--- src/rtl/cwp_pkg.sv ---
`default_nettype none
// ----------------------------------------------------------------------
// configuration word protection decode: shared constants
// ----------------------------------------------------------------------
package cwp_pkg;
  localparam int WORD_W = 14;
  // register indexes; byte address is four times the index
  localparam logic [15:0] REV_IDX = 16'h8005;
  localparam logic [15:0] ID_IDX = 16'h8006;
  localparam logic [15:0] WP_IDX = 16'h800A;
  localparam logic [15:0] CP_IDX = 16'h800B;
  localparam logic [15:0] WDT_IDX = 16'h8010;
  localparam logic [15:0] ERASE_IDX = 16'h8011;
  // write_protect_partition_word fields
  localparam int LVP_BIT = 13;
  localparam int SAF_WP_BIT = 11;
  localparam int EE_WP_BIT = 10;
  localparam int CFG_WP_BIT = 9;
  localparam int BB_WP_BIT = 8;
  localparam int APP_WP_BIT = 7;
  localparam int SAF_EN_N_BIT = 4;
  localparam int BB_EN_N_BIT = 3;
  localparam int BB_SIZE_MSB = 2;
  // code_protect_word field
  localparam int CP_BIT = 0;
  // bits that may only go from 1 to 0 outside a bulk erase
  localparam logic [13:0] WP_STICKY_MASK = 14'h0F98;
  localparam logic [13:0] CP_STICKY_MASK = 14'h0001;
  // erased state of the nonvolatile words
  localparam logic [13:0] ERASED_WORD = 14'h3FFF;
  localparam logic [4:0] WDT_ERASED = 5'h1F;
  // erase command bit
  localparam int ERASE_GO_BIT = 0;
  // watchdog period select decode
  localparam logic [4:0] WDT_LAST_SCALED = 5'h12;
  localparam logic [4:0] WDT_BASE_LOG2 = 5'h05;
  localparam logic [4:0] WDT_SW_CODE = 5'h1F;
  localparam logic [4:0] WDT_SW_LOG2 = 5'h10;
  // boot block size decode
  localparam logic [2:0] BB_CODE_512 = 3'h7;
  localparam logic [2:0] BB_CODE_1K = 3'h6;
  localparam logic [15:0] BB_WORDS_512 = 16'h0200;
  localparam logic [15:0] BB_WORDS_1K = 16'h0400;
  localparam logic [15:0] BB_WORDS_2K = 16'h0800;
  // fixed marker bits 13:12 of the read-only words
  localparam logic [1:0] REV_MARK = 2'h2;
  localparam logic [1:0] ID_MARK = 2'h3;
endpackage
`default_nettype wire

--- src/rtl/cwp_wdt_decode.sv ---
`timescale 1ns/1ns
`default_nettype none
// ----------------------------------------------------------------------
// watchdog period select decode
// ----------------------------------------------------------------------
module cwp_wdt_decode (
  input wire logic [4:0] period_code, // watchdog_period_select_cfg
  output logic [4:0] divider_log2, // divider is two to this power
  output logic sw_control // software may change the live select
);
  wire logic scaled = (period_code <= cwp_pkg::WDT_LAST_SCALED);
  wire logic sw_code = (period_code == cwp_pkg::WDT_SW_CODE);
  wire logic [4:0] scaled_log2 = 5'(period_code + cwp_pkg::WDT_BASE_LOG2);

  // codes past the scaled range, other than the software code, fall back to the shortest divider
  assign divider_log2 = scaled ? scaled_log2 :
    (sw_code ? cwp_pkg::WDT_SW_LOG2 : cwp_pkg::WDT_BASE_LOG2);
  assign sw_control = sw_code;
endmodule // cwp_wdt_decode
`default_nettype wire

--- src/rtl/cwp_config_protect.sv ---
// Implementation choice: the APB interface to the registers.
`timescale 1ns/1ns
`default_nettype none
module cwp_config_protect #(
  parameter int PROG_WORDS = 4096, // implemented user program words
  parameter logic [5:0] MAJOR_REV = 6'h01, // arbitrary value
  parameter logic [5:0] MINOR_REV = 6'h00, // arbitrary value
  parameter logic [11:0] PART_CODE = 12'h5A1 // arbitrary value
) (
  input wire logic pclk, // bus clock
  input wire logic presetn, // async reset, active low
  input wire logic psel, // apb select
  input wire logic penable, // apb enable
  input wire logic pwrite, // apb direction
  input wire logic [17:0] paddr, // apb byte address
  input wire logic [31:0] pwdata, // apb write data
  output logic [31:0] prdata, // apb read data
  output logic pready, // apb ready
  output logic pslverr, // apb error
  input wire logic lvp_session, // low-voltage programming active
  input wire logic core_reset_hold, // device reset in progress
  input wire logic external_reset_pin_enable, // cfg bit, other word
  output logic external_reset_input_sel, // pin acts as reset
  output logic hv_program_entry_required, // programmer must use hv
  output logic storage_area_write_protected, // saf locked
  output logic eeprom_write_protected, // data eeprom locked
  output logic config_write_protected, // config words locked
  output logic boot_block_write_protected, // boot block locked
  output logic application_write_protected, // app block locked
  output logic storage_area_enabled, // saf partition present
  output logic boot_block_enabled, // boot partition present
  output logic [15:0] boot_block_words, // boot block size in words
  output logic [15:0] boot_block_last_addr, // last boot word address
  output logic code_protect_enabled, // program flash code protect
  output logic [4:0] watchdog_divider_log2, // watchdog divider exponent
  output logic watchdog_sw_control // software may set live period
);
  localparam logic [15:0] HALF_WORDS = 16'(PROG_WORDS / 2);

  // ----------------------------------------------------------------------
  // stored words, their latched copies and apb decode
  // ----------------------------------------------------------------------
  logic [13:0] stored_wp, stored_cp, act_wp, act_cp, next_wp, next_cp;
  logic [4:0] stored_wdt, act_wdt;
  logic [13:0] rd_word;

  // address decode
  wire logic hit_rev = (paddr == {cwp_pkg::REV_IDX, 2'b00});
  wire logic hit_id = (paddr == {cwp_pkg::ID_IDX, 2'b00});
  wire logic hit_wp = (paddr == {cwp_pkg::WP_IDX, 2'b00});
  wire logic hit_cp = (paddr == {cwp_pkg::CP_IDX, 2'b00});
  wire logic hit_wdt = (paddr == {cwp_pkg::WDT_IDX, 2'b00});
  wire logic hit_erase = (paddr == {cwp_pkg::ERASE_IDX, 2'b00});
  wire logic hit_any = hit_rev | hit_id | hit_wp | hit_cp | hit_wdt | hit_erase;
  wire logic cfg_target = hit_wp | hit_cp | hit_wdt;
  wire logic cfg_locked = ~stored_wp[cwp_pkg::CFG_WP_BIT];
  wire logic ro_write = pwrite & (hit_rev | hit_id);
  wire logic bad = ~hit_any | ro_write | (pwrite & cfg_target & cfg_locked);
  wire logic setup = psel & ~penable;
  wire logic done = psel & penable & pready;
  wire logic do_write = done & pwrite & ~bad;
  wire logic wr_wp = do_write & hit_wp;
  wire logic wr_cp = do_write & hit_cp;
  wire logic wr_wdt = do_write & hit_wdt;
  wire logic erase_go = do_write & hit_erase & pwdata[cwp_pkg::ERASE_GO_BIT];
  wire logic [13:0] wd14 = pwdata[13:0];

  // write merge: protection bits can only be programmed toward protected
  always_comb begin
    next_wp = stored_wp & (wd14 | ~cwp_pkg::WP_STICKY_MASK);
    next_wp[cwp_pkg::LVP_BIT] = stored_wp[cwp_pkg::LVP_BIT] &
      (wd14[cwp_pkg::LVP_BIT] | lvp_session);
    // size field follows the stored enable seen before this write
    next_wp[cwp_pkg::BB_SIZE_MSB:0] = stored_wp[cwp_pkg::BB_EN_N_BIT] ?
      wd14[cwp_pkg::BB_SIZE_MSB:0] : stored_wp[cwp_pkg::BB_SIZE_MSB:0];
    next_cp = stored_cp & (wd14 | ~cwp_pkg::CP_STICKY_MASK);
  end

  // read mux; unimplemented bits of the wp and cp words read as 1, of the watchdog word as 0
  assign rd_word = hit_rev ? {cwp_pkg::REV_MARK, MAJOR_REV, MINOR_REV} :
    hit_id ? {cwp_pkg::ID_MARK, PART_CODE} :
    hit_wp ? stored_wp :
    hit_cp ? stored_cp :
    hit_wdt ? {9'h000, stored_wdt} : 14'h0000;

  // ----------------------------------------------------------------------
  // nonvolatile stand-ins: a bulk erase or presetn returns them all to erased
  // ----------------------------------------------------------------------
  always_ff @(posedge pclk or negedge presetn) begin
    if (!presetn) begin
      stored_wp <= cwp_pkg::ERASED_WORD;
      stored_cp <= cwp_pkg::ERASED_WORD;
      stored_wdt <= cwp_pkg::WDT_ERASED;
    end else if (erase_go) begin
      stored_wp <= cwp_pkg::ERASED_WORD;
      stored_cp <= cwp_pkg::ERASED_WORD;
      stored_wdt <= cwp_pkg::WDT_ERASED;
    end else begin
      if (wr_wp) stored_wp <= next_wp;
      if (wr_cp) stored_cp <= next_cp;
      if (wr_wdt) stored_wdt <= pwdata[4:0];
    end
  end

  // latched copies reload only while the device sits in reset, so a
  // running program never sees a half-programmed word
  always_ff @(posedge pclk or negedge presetn) begin
    if (!presetn) begin
      act_wp <= cwp_pkg::ERASED_WORD;
      act_cp <= cwp_pkg::ERASED_WORD;
      act_wdt <= cwp_pkg::WDT_ERASED;
    end else if (core_reset_hold) begin
      act_wp <= stored_wp;
      act_cp <= stored_cp;
      act_wdt <= stored_wdt;
    end
  end

  // apb answer: ready in the first access cycle, no wait states
  always_ff @(posedge pclk or negedge presetn) begin
    if (!presetn) begin
      pready <= 1'b0;
      pslverr <= 1'b0;
      prdata <= 32'h0000_0000;
    end else begin
      pready <= setup;
      pslverr <= setup & bad;
      if (setup) prdata <= (pwrite | bad) ? 32'h0000_0000 : {18'h00000, rd_word};
    end
  end

  // ----------------------------------------------------------------------
  // decode from the latched copies
  // ----------------------------------------------------------------------
  logic [15:0] bb_sel_words, bb_cap_words, bb_words;
  logic [4:0] wdt_log2;
  logic wdt_sw;
  wire logic bb_en_n = act_wp[cwp_pkg::BB_EN_N_BIT];
  wire logic [2:0] bb_code = act_wp[cwp_pkg::BB_SIZE_MSB:0];

  cwp_wdt_decode u_wdt_decode (
    .period_code (act_wdt),
    .divider_log2 (wdt_log2),
    .sw_control (wdt_sw)
  );

  assign bb_sel_words = (bb_code == cwp_pkg::BB_CODE_512) ? cwp_pkg::BB_WORDS_512 :
    (bb_code == cwp_pkg::BB_CODE_1K) ? cwp_pkg::BB_WORDS_1K : cwp_pkg::BB_WORDS_2K;
  // small parts cannot hold a 2k boot block; clamp instead of wrapping
  assign bb_cap_words = (bb_sel_words > HALF_WORDS) ? HALF_WORDS : bb_sel_words;
  assign bb_words = bb_en_n ? 16'h0000 : bb_cap_words;

  // outputs registered from the decode
  always_ff @(posedge pclk or negedge presetn) begin
    if (!presetn) begin
      external_reset_input_sel <= 1'b1;
      hv_program_entry_required <= 1'b0;
      storage_area_write_protected <= 1'b0;
      eeprom_write_protected <= 1'b0;
      config_write_protected <= 1'b0;
      boot_block_write_protected <= 1'b0;
      application_write_protected <= 1'b0;
      storage_area_enabled <= 1'b0;
      boot_block_enabled <= 1'b0;
      boot_block_words <= 16'h0000;
      boot_block_last_addr <= 16'h0000;
      code_protect_enabled <= 1'b0;
      watchdog_divider_log2 <= cwp_pkg::WDT_SW_LOG2;
      watchdog_sw_control <= 1'b1;
    end else begin
      external_reset_input_sel <= act_wp[cwp_pkg::LVP_BIT] |
        external_reset_pin_enable;
      hv_program_entry_required <= ~act_wp[cwp_pkg::LVP_BIT];
      storage_area_write_protected <= ~act_wp[cwp_pkg::SAF_WP_BIT];
      eeprom_write_protected <= ~act_wp[cwp_pkg::EE_WP_BIT];
      config_write_protected <= ~act_wp[cwp_pkg::CFG_WP_BIT];
      boot_block_write_protected <= ~act_wp[cwp_pkg::BB_WP_BIT];
      application_write_protected <= ~act_wp[cwp_pkg::APP_WP_BIT];
      storage_area_enabled <= ~act_wp[cwp_pkg::SAF_EN_N_BIT];
      boot_block_enabled <= ~bb_en_n;
      boot_block_words <= bb_words;
      boot_block_last_addr <= bb_en_n ? 16'h0000 : 16'(bb_cap_words - 16'h0001);
      code_protect_enabled <= ~act_cp[cwp_pkg::CP_BIT];
      watchdog_divider_log2 <= wdt_log2;
      watchdog_sw_control <= wdt_sw;
    end
  end
endmodule // cwp_config_protect
`default_nettype wire

--- config.mk ---
export PLATFORM = sky130hd
export DESIGN_NAME = cwp_config_protect
export DESIGN_NICKNAME = d
export VERILOG_FILES = /design/src/rtl/cwp_pkg.sv /design/src/rtl/cwp_wdt_decode.sv /design/src/rtl/cwp_config_protect.sv
export SDC_FILE = /design/constraint.sdc
export NUM_CORES = 1
export LEC_CHECK = 0
export ABC_AREA = 1
export BUFFER_PORTS_ARGS = -buffer_cell sky130_fd_sc_hd__buf_2
export CAP_MARGIN = 20
export CORE_MARGIN = 4
export CORE_UTILIZATION = 49
export DETAILED_ROUTE_END_ITERATION = 10
export GPL_TIMING_DRIVEN = 0
export PLACE_DENSITY = 0.8
export SKIP_CTS_REPAIR_TIMING = 1
export SYNTH_ARGS = -nofsm -noshare
export SYNTH_HDL_FRONTEND = slang
export SYNTH_SLANG_ARGS = --single-unit
--- constraint.sdc ---
create_clock -name pclk -period 2.1 [get_ports pclk]
set_clock_uncertainty 0.15 [all_clocks]
set_input_delay 0 -clock pclk [delete_from_list [all_inputs] [get_ports pclk]]
set_output_delay 0 -clock pclk [all_outputs]
set_load 0.01 [all_outputs]
==> results of run 1 <==
[routing by layer]
| layer | routed length [µm] | up-vias | global-route usage [%] |
|---|---|---|---|
| li1 | - | 1474 | - |
| met1 | 3150 | 1402 | 20.7 |
| met2 | 4200 | 115 | 33.6 |
| met3 | 458 | 11 | 3.30 |
| met4 | 99 | 0 | 6.26 |
| met5 | 0 | - | 0 |
[worst register-to-register path: cells and delay by family, from the launching register on]
kind / cells / cell delay [ns]
compound gates: 1 / 0.30
fa+ha+maj: 1 / 0.18
buf+inv: 2 / 0.10
flops: 1 / 0.56
simple gates: 3 / 0.50
[final cells by class]
type	instances	share of cell area, %
repair buffers	104	13.2
plain buffers	51	7.92
flip-flops and latches	72	39.8
multi-input cells	252	27.4
well taps	96	2.59
inverters	59	4.77
clock buffers	13	3.42
clock inverters	3	0.862
[registers in the layout, indices dropped and copies added, names as in the netlist, 2 cells and up]
signal                 cells
stored_wp                 11
stored_wdt                 5
act_wdt                    5
act_wp                    11
boot_block_words           3
prdata                    13
boot_block_last_addr       4
stored_cp                  2
watchdog_divider_log2      5
[cell usage after synthesis, drive strengths merged (3+ instances only)]
library cell	number	area (µm²)
a21oi	9	45.0
buf	46	349
clkbuf	5	18.8
dfrtp	34	851
dfstp	38	998
inv	58	218
nand2	80	313
nand3	20	163
nand4	4	46.3
nor2	41	200
o21ai	46	230
or2	3	18.8
[power by group]
group          internal (mW)  leakage (nW)  switching, mW  total (mW)
logic                  0.125          1.57          0.154       0.280
clock network          0.611         0.103          0.478        1.09
registers               1.42         0.800        0.00938        1.43
[metrics by stage]
step / power [mW] / util, %
2_1_floorplan: 1.61 / -
3_3_place_gp: 1.70 / 61.4
3_5_place_dp: 1.71 / 61.4
4_1_cts: 2.79 / 64.3
5_1_grt: 2.92 / 66.9
6_report: 2.80 / 66.9
[cells by family (layout without fill, tap and decap cells)]
kind of cell             Yosys count  count (layout)  synth area share, %
AND/OR/NAND/NOR                  151             151                 21.1
buffers and inverters            110             230                 16.4
flip-flops                        72              72                 51.5
AO/OA/AOI/OAI                     65              65                 10.0
adder cells (fa/ha/maj)            2               2                0.696
other                              1              33                0.104
XOR/XNOR                           1               1                0.244
[worst paths after layout]
kind                                          endpoint  slack, ns  cells after the start
setup reg to reg              watchdog_divider_log2[4]       0.24                      7
hold / removal                               prdata[3]       0.01                      5
hold reg to reg            application_write_protected       0.30                      1
min in group asynchronous     boot_block_last_addr[11]       0.19                      2
max in group asynchronous                    prdata[4]       1.07                      2
setup / recovery              watchdog_divider_log2[4]       0.24                      7
==> out/qor.txt, run 1 <==
outcome: completed
fillers: 550
leakage: 2.47 nW
post-DP HPWL: 5.79 mm
row count: 30
nets: 609
Synth Register Bits: 72
IO Port Bufs: 86
critical path's top delay family: flip-flops
Fin Hold WS: 0.0118 ns
clock tree sinks: 72
Cell variety after synth: 38
Fmax: 538 MHz
Total GRT Usage: 18.1%
Setup crit end kind: register
critical setup path kind: reg2reg
first-pass GRT wire length: 12.6 mm
most common cell after layout, fill and taps aside: buf_2
pin count of the biggest net entering global routing: 73
max incr delay on CP: 0.56 ns
Req. time, crit path: 2.22 ns
share of layout cells above drive strength 1: 38.3%
vias in the first global route: 2,804
number of routed nets with antenna violations: 0
initial antenna violation count: 0
ys flop type: dfstp_2
RSZ-0062 raised after global routing: false
later-pin clock latency in the skew report: 0.33 ns
Worst Path Buf+Inv: 2
syn_area_per_cell: 8.94 µm²
area of the multi-input gates: 1270 µm²
most frequent cells in the layout: buf_2 (85), nand2_1 (77), inv_1 (55)
routability cong.: 0.840
CTS clock-pin slew for the worst setup and hold paths: 0.07 ns
DR DRC count: 0
mapped cell area: 3590 µm²
placed cells: 616
Die Y: 93.6 µm
final worst-path cycle share: 88.5%
CP arrival: 1.98 ns
asr flop ratio synth: 100%
drt first pass iters: 5
total negative slack: 0 ns
DRT Wirelength: 7.91 mm
non-filler cells, final: 650
Seq/Total Area, Yosys: 51.5%
Hold Fails Final Rpt: 0
worst slew pin tran: 0.850 ns
Die Wd: 93.6 µm
Initial Utilization: 51.7%
placed inst area: 4270 µm²
Tightest Hold Check Type: in2reg
Final WS setup: 0.242 ns
DR iter-0 viols: 151
I/O pin count: 140
PD cells: 603 nW/µm²
die area: 8770 µm²
Final Slew Violations: 0
routed vias: 3,002
GRT overflow: 0
number of flops mapped to enable cells by yosys: 0
Vias/cell: 4.62
Final Setup Violations: 0
hold path startpoint: psel
Clock Path Buffers: 2
Synth-to-Final Area Change: 29.3%
Critical Path Start Type: register
routed len/inst: 12.2 µm
Ys Warns: 0
Gate Count Post-Synth: 402
CTS H-Tree Depth: 3
Register Area: 1850 µm²
Relative slew margins: 43.3%
Tmin final: 1.86 ns
Final Cell Area: 4650 µm²
pre-CTS setup slack: 0.261 ns
Crit Reg-Reg Startpoint: act_wdt[0]
crit path cell chain: inv_1 -> ha_1 -> or2_2 -> a31oi_1 -> nand2_1 -> nand2_1 -> inv_1
Setup crit start: act_wdt[0]
Max Cap Viol: 0
# diodes: 0
Num CTS Buffers: 9
clk root buf: clkbuf_8
worst vdd ir: 0.488 mV
Core Area: 6940 µm²
CTS tree: built
largest fanout on the critical path: 5
Slowest-stage cell, CP: dfstp_2
(Power assumes the default switching activity.)
==> run 2, diff against run 1 <==
CORE_ASPECT_RATIO = 1.2   (was unset)
SKIP_CTS_REPAIR_TIMING = unset   (was 1)
==> run 2 against run 1 <==
Critical path depth is 1 lower. Total power is 4.7% lower. Highest routed layer unchanged. Final cell count is 1.1% lower. Sequential share of layout area is 0.16 points higher. Count of clock-buffer cells in the layout is 4 lower. Flip-flop and latch count stayed put. Critical path type unchanged. Die area hardly changed. Sequential power hardly changed. Worst setup slack worse by 0.082 ns.
==> out/qor.txt, run 2 (synthesized netlist as in run 1, its figures left out) <==
CTS clock-pin slew for the worst setup and hold paths: 0.07 ns
Max Cap Viol: 0
largest registers: prdata: 13 flops, act_wp: 11 flops, stored_wp: 11 flops
initial antenna violation count: 0
PD cells: 577 nW/µm²
leakage: 2.46 nW
worst vdd ir: 0.417 mV
Total GRT Usage: 19.2%
Critical Path Start Type: register
clk root buf: clkbuf_8
RSZ-0062 raised after global routing: false
CTS tree: built
Initial Utilization: 51.5%
post-cts resize count: 0
Vias/cell: 4.54
first-pass GRT wire length: 13.2 mm
outcome: completed
Req. time, crit path: 2.21 ns
clock tree sinks: 72
DR iter-0 viols: 152
DRT Wirelength: 7.87 mm
DR DRC count: 0
total negative slack: 0 ns
Final Slew Violations: 0
pin count of the biggest net entering global routing: 73
max FFs per register: 13
share of layout cells above drive strength 1: 38.5%
Hold Fails Final Rpt: 0
later-pin clock latency in the skew report: 0.35 ns
GRT overflow: 0
final worst-path cycle share: 92.3%
most common cell after layout, fill and taps aside: buf_2
non-filler cells, final: 643
Fmax: 516 MHz
Tightest Hold Check Type: in2reg
I/O pin count: 140
most frequent cells in the layout: buf_2 (85), nand2_1 (77), inv_1 (55)
Num CTS Buffers: 9
Final Cell Area: 4630 µm²
Setup crit end kind: register
largest fanout on the critical path: 5
Synth-to-Final Area Change: 28.8%
Clock Path Buffers: 2
Final Setup Violations: 0
critical setup path kind: reg2reg
Die Y: 102 µm
Die Wd: 86.2 µm
Fin Hold WS: 0.123 ns
Tmin final: 1.94 ns
# diodes: 0
placed cells: 607
Core Area: 6980 µm²
routed vias: 2,920
vias in the first global route: 2,977
placed inst area: 4260 µm²
die area: 8770 µm²
CP arrival: 2.05 ns
worst slew pin tran: 0.848 ns
row count: 33
nets: 611
routability cong.: 0.882
post-DP HPWL: 5.95 mm
IO Port Bufs: 86
number of routed nets with antenna violations: 0
drt first pass iters: 4
Relative slew margins: 43.5%
routed len/inst: 12.2 µm
CTS H-Tree Depth: 3
Largest Register: prdata
Pwr Total: 2.67 mW
[run 2: routing by layer]
layer	share of wire (%)	wire length (µm)	track usage (%)	up-vias
met5	0	0	0	-
met4	2.1	165	7.43	0
met3	5.9	466	4.27	18
met2	54	4270	36.1	83
met1	38	2960	20.7	1332
li1	-	-	-	1487
[run 2: repair_timing]
action | CTS | global route
endpoints found under the hold margin | 65 | 0
buffers inserted | 0 | 0
hold buffers | 20 | 0
[run 2: critical path: stages, from the launching register on]
cell and delay, ns:
dfstp_2 0.55, inv_1 0.06, ha_1 0.19, or2_2 0.29
a31oi_1 0.31, nand2_1 0.15, o21ai_0 0.13
[run 2: power by group]
group          switching (mW)  internal (mW)  total (mW)
logic                   0.156          0.128       0.284
registers             0.00956           1.42        1.43
clock network           0.527          0.427       0.953
[run 2: area by class of cell]
| type | count | area [µm²] |
|---|---|---|
| buffer | 51 | 368 |
| clock buffer | 9 | 124 |
| clock inverter | 7 | 47.5 |
| fill | 567 | 2350 |
| inverter | 59 | 221 |
| multi-input combinational | 252 | 1270 |
| sequential | 72 | 1850 |
| tap | 87 | 109 |
| timing repair buffer | 106 | 633 |
[run 2: per-stage QoR]
step / setup slack (ns) / utilization, %
after floorplan: 0.400 / -
after global placement: 0.311 / 60.9
after detailed placement: 0.195 / 61.0
after CTS: 0.176 / 66.3
after global routing: 0.0368 / 66.3
final: 0.161 / 66.3
[run 2: worst paths after layout]
path,from,endpoint,slack (ns),cells past startpoint
max,act_wdt[0],watchdog_divider_log2[0],0.16,6
min,paddr[16],prdata[6],0.12,7
max reg2reg,act_wdt[0],watchdog_divider_log2[0],0.16,6
min reg2reg,act_wp[8],boot_block_write_protected,0.30,1
max in group asynchronous,presetn,pready,1.11,2
min in group asynchronous,presetn,boot_block_last_addr[12],0.15,2
==> run 3, diff against run 2 <==
CORE_UTILIZATION = 35   (was 49)
PLACE_DENSITY = unset   (was 0.8)
==> run 3 against run 2 <==
The run now ends with negative hold slack left. Sequential share of layout area fell by 2.1 points. Flip-flop and latch count did not move. Via count fell by 2.4%. Critical path type unchanged. Largest power group is now the clock network.
==> out/qor.txt, run 3 (synthesized netlist as in run 1, its figures left out) <==
routed len/inst: 11.5 µm
R2R cell count: 7
most frequent cells in the layout: buf_2 (85), nand2_1 (77), inv_1 (55)
I/O pin count: 140
row count: 40
max FFs per register: 13
CTS clock-pin slew for the worst setup and hold paths: 0.06 ns
CTS tree: built
routed vias: 2,850
GRT overflow: 0
failing checks: negative hold slack
Largest Register: prdata
Tmin final: 1.85 ns
Pwr Total: 3.73 mW
drt first pass iters: 4
Final Setup Violations: 0
DRT Wirelength: 7.85 mm
DR iter-0 viols: 114
worst slew pin tran: 0.868 ns
Die Y: 119 µm
Hold Fails Final Rpt: 2
IO Port Bufs: 86
post-DP HPWL: 6.10 mm
crit path cell chain: inv_1 -> ha_1 -> or2_2 -> a31oi_1 -> nand2_1 -> nand2_1 -> inv_1
FF-to-FF End: watchdog_divider_log2[4]
Total GRT Usage: 13.7%
Initial Utilization: 35.9%
Relative slew margins: 42.2%
worst vdd ir: 0.335 mV
Vias/cell: 4.19
Fin Hold WS: -0.00249 ns
pre-CTS setup slack: 0.263 ns
Critical Path Start Type: register
max incr delay on CP: 0.55 ns
critical setup path kind: reg2reg
Synth-to-Final Area Change: 36.0%
Worst Path Buf+Inv: 2
clk root buf: clkbuf_16
Crit Reg-Reg Startpoint: act_wdt[0]
outcome: complete, but fails checks
clock tree sinks: 72
first-pass GRT wire length: 13.0 mm
PD cells: 764 nW/µm²
vias in the first global route: 2,812
routability cong.: 0.847
Slowest-stage cell, CP: dfstp_2
largest fanout on the critical path: 5
Clock Path Buffers: 2
leakage: 2.56 nW
DR DRC count: 0
Die Wd: 100 µm
nets: 609
Tightest Hold Check Type: in2reg
Final Slew Violations: 0
Req. time, crit path: 2.22 ns
worst hold path endpoint: prdata[1]
final worst-path cycle share: 88.3%
RSZ-0062 raised after global routing: false
hold path startpoint: psel
initial antenna violation count: 0
Num CTS Buffers: 9
number of routed nets with antenna violations: 0
total negative slack: 0 ns
critical path's top delay family: flip-flops
most common cell after layout, fill and taps aside: buf_2
die area: 12,000 µm²
Core Area: 10,000 µm²
Final WS setup: 0.246 ns
post-cts resize count: 0
CP arrival: 1.97 ns
largest registers: prdata: 13 flops, act_wp: 11 flops, stored_wp: 11 flops
Setup crit end kind: register
WHS Path Cells: 5
CTS H-Tree Depth: 3
Worst R2R Setup Slack: 0.25 ns
Fmax: 539 MHz
placed cells: 646
pin count of the biggest net entering global routing: 73
share of layout cells above drive strength 1: 38.6%
non-filler cells, final: 680
later-pin clock latency in the skew report: 0.33 ns
# diodes: 0
Max Cap Viol: 0
## run 3: cell types whose count changed in the layout (fill, tap and decap cells not counted), sizes merged
cell,delta
bufinv,+5
clkinvlp,-2
clkbuf,+2
inv,-1
clkinv,-4
dlygate4sd3,-2
## run 3: worst max path at each step
| stage | from | endpoint | slack (ns) | depth (start not counted) |
|---|---|---|---|---|
| 2_1_floorplan | act_wdt[0] | watchdog_divider_log2[4] | 0.40 | 7 |
| 3_3_place_gp | act_wdt[0] | watchdog_divider_log2[4] | 0.29 | 7 |
| 3_5_place_dp | act_wdt[0] | watchdog_divider_log2[4] | 0.26 | 7 |
| 4_1_cts | act_wdt[0] | watchdog_divider_log2[4] | 0.24 | 7 |
| 5_1_grt | act_wdt[0] | watchdog_divider_log2[4] | 0.12 | 7 |
| 6_report | act_wdt[0] | watchdog_divider_log2[4] | 0.25 | 7 |
## run 3: area by class of cell
class                      count  area [µm²]
buffer                        51         368
clock buffer                  11         253
clock inverter                 5         150
fill                         987        5120
inverter                      59         221
multi-input combinational    252        1270
sequential                    72        1850
tap                          126         158
timing repair buffer         104         613
## run 3: repair_timing
action	4_1_cts	5_1_grt
hold buffers	18	0
hold endpoints to repair	63	0
buffers inserted	0	0
## run 3: worst min-delay path: stages
cell	delay, ns
buf_2	0.10
inv_1	0.04
nor2_1	0.07
nand4_2	0.15
o21ai_1	0.07
## run 3: report_power, final
part,switching [mW],internal (mW),total (mW)
clock,0.555,1.46,2.02
sequential,0.00928,1.42,1.43
combinational,0.154,0.126,0.279
## run 3: metrics by stage
stage	hold slack, ns	util [%]	instance area (µm²)
floorplan	-0.446	-	3710
global placement	0.0459	43.0	4300
detailed placement	0.0182	43.0	4300
CTS	0.000340	48.8	4890
global route	0.0389	48.8	4890
finish	-0.00249	48.8	4890
## run 3: metal layers
layer	track usage [%]	vias up	part of all wire (%)
met4	5.81	0	2.0
met5	0	-	0
li1	-	1476	-
met3	2.46	10	5.7
met1	15.9	1277	40
met2	24.4	87	52
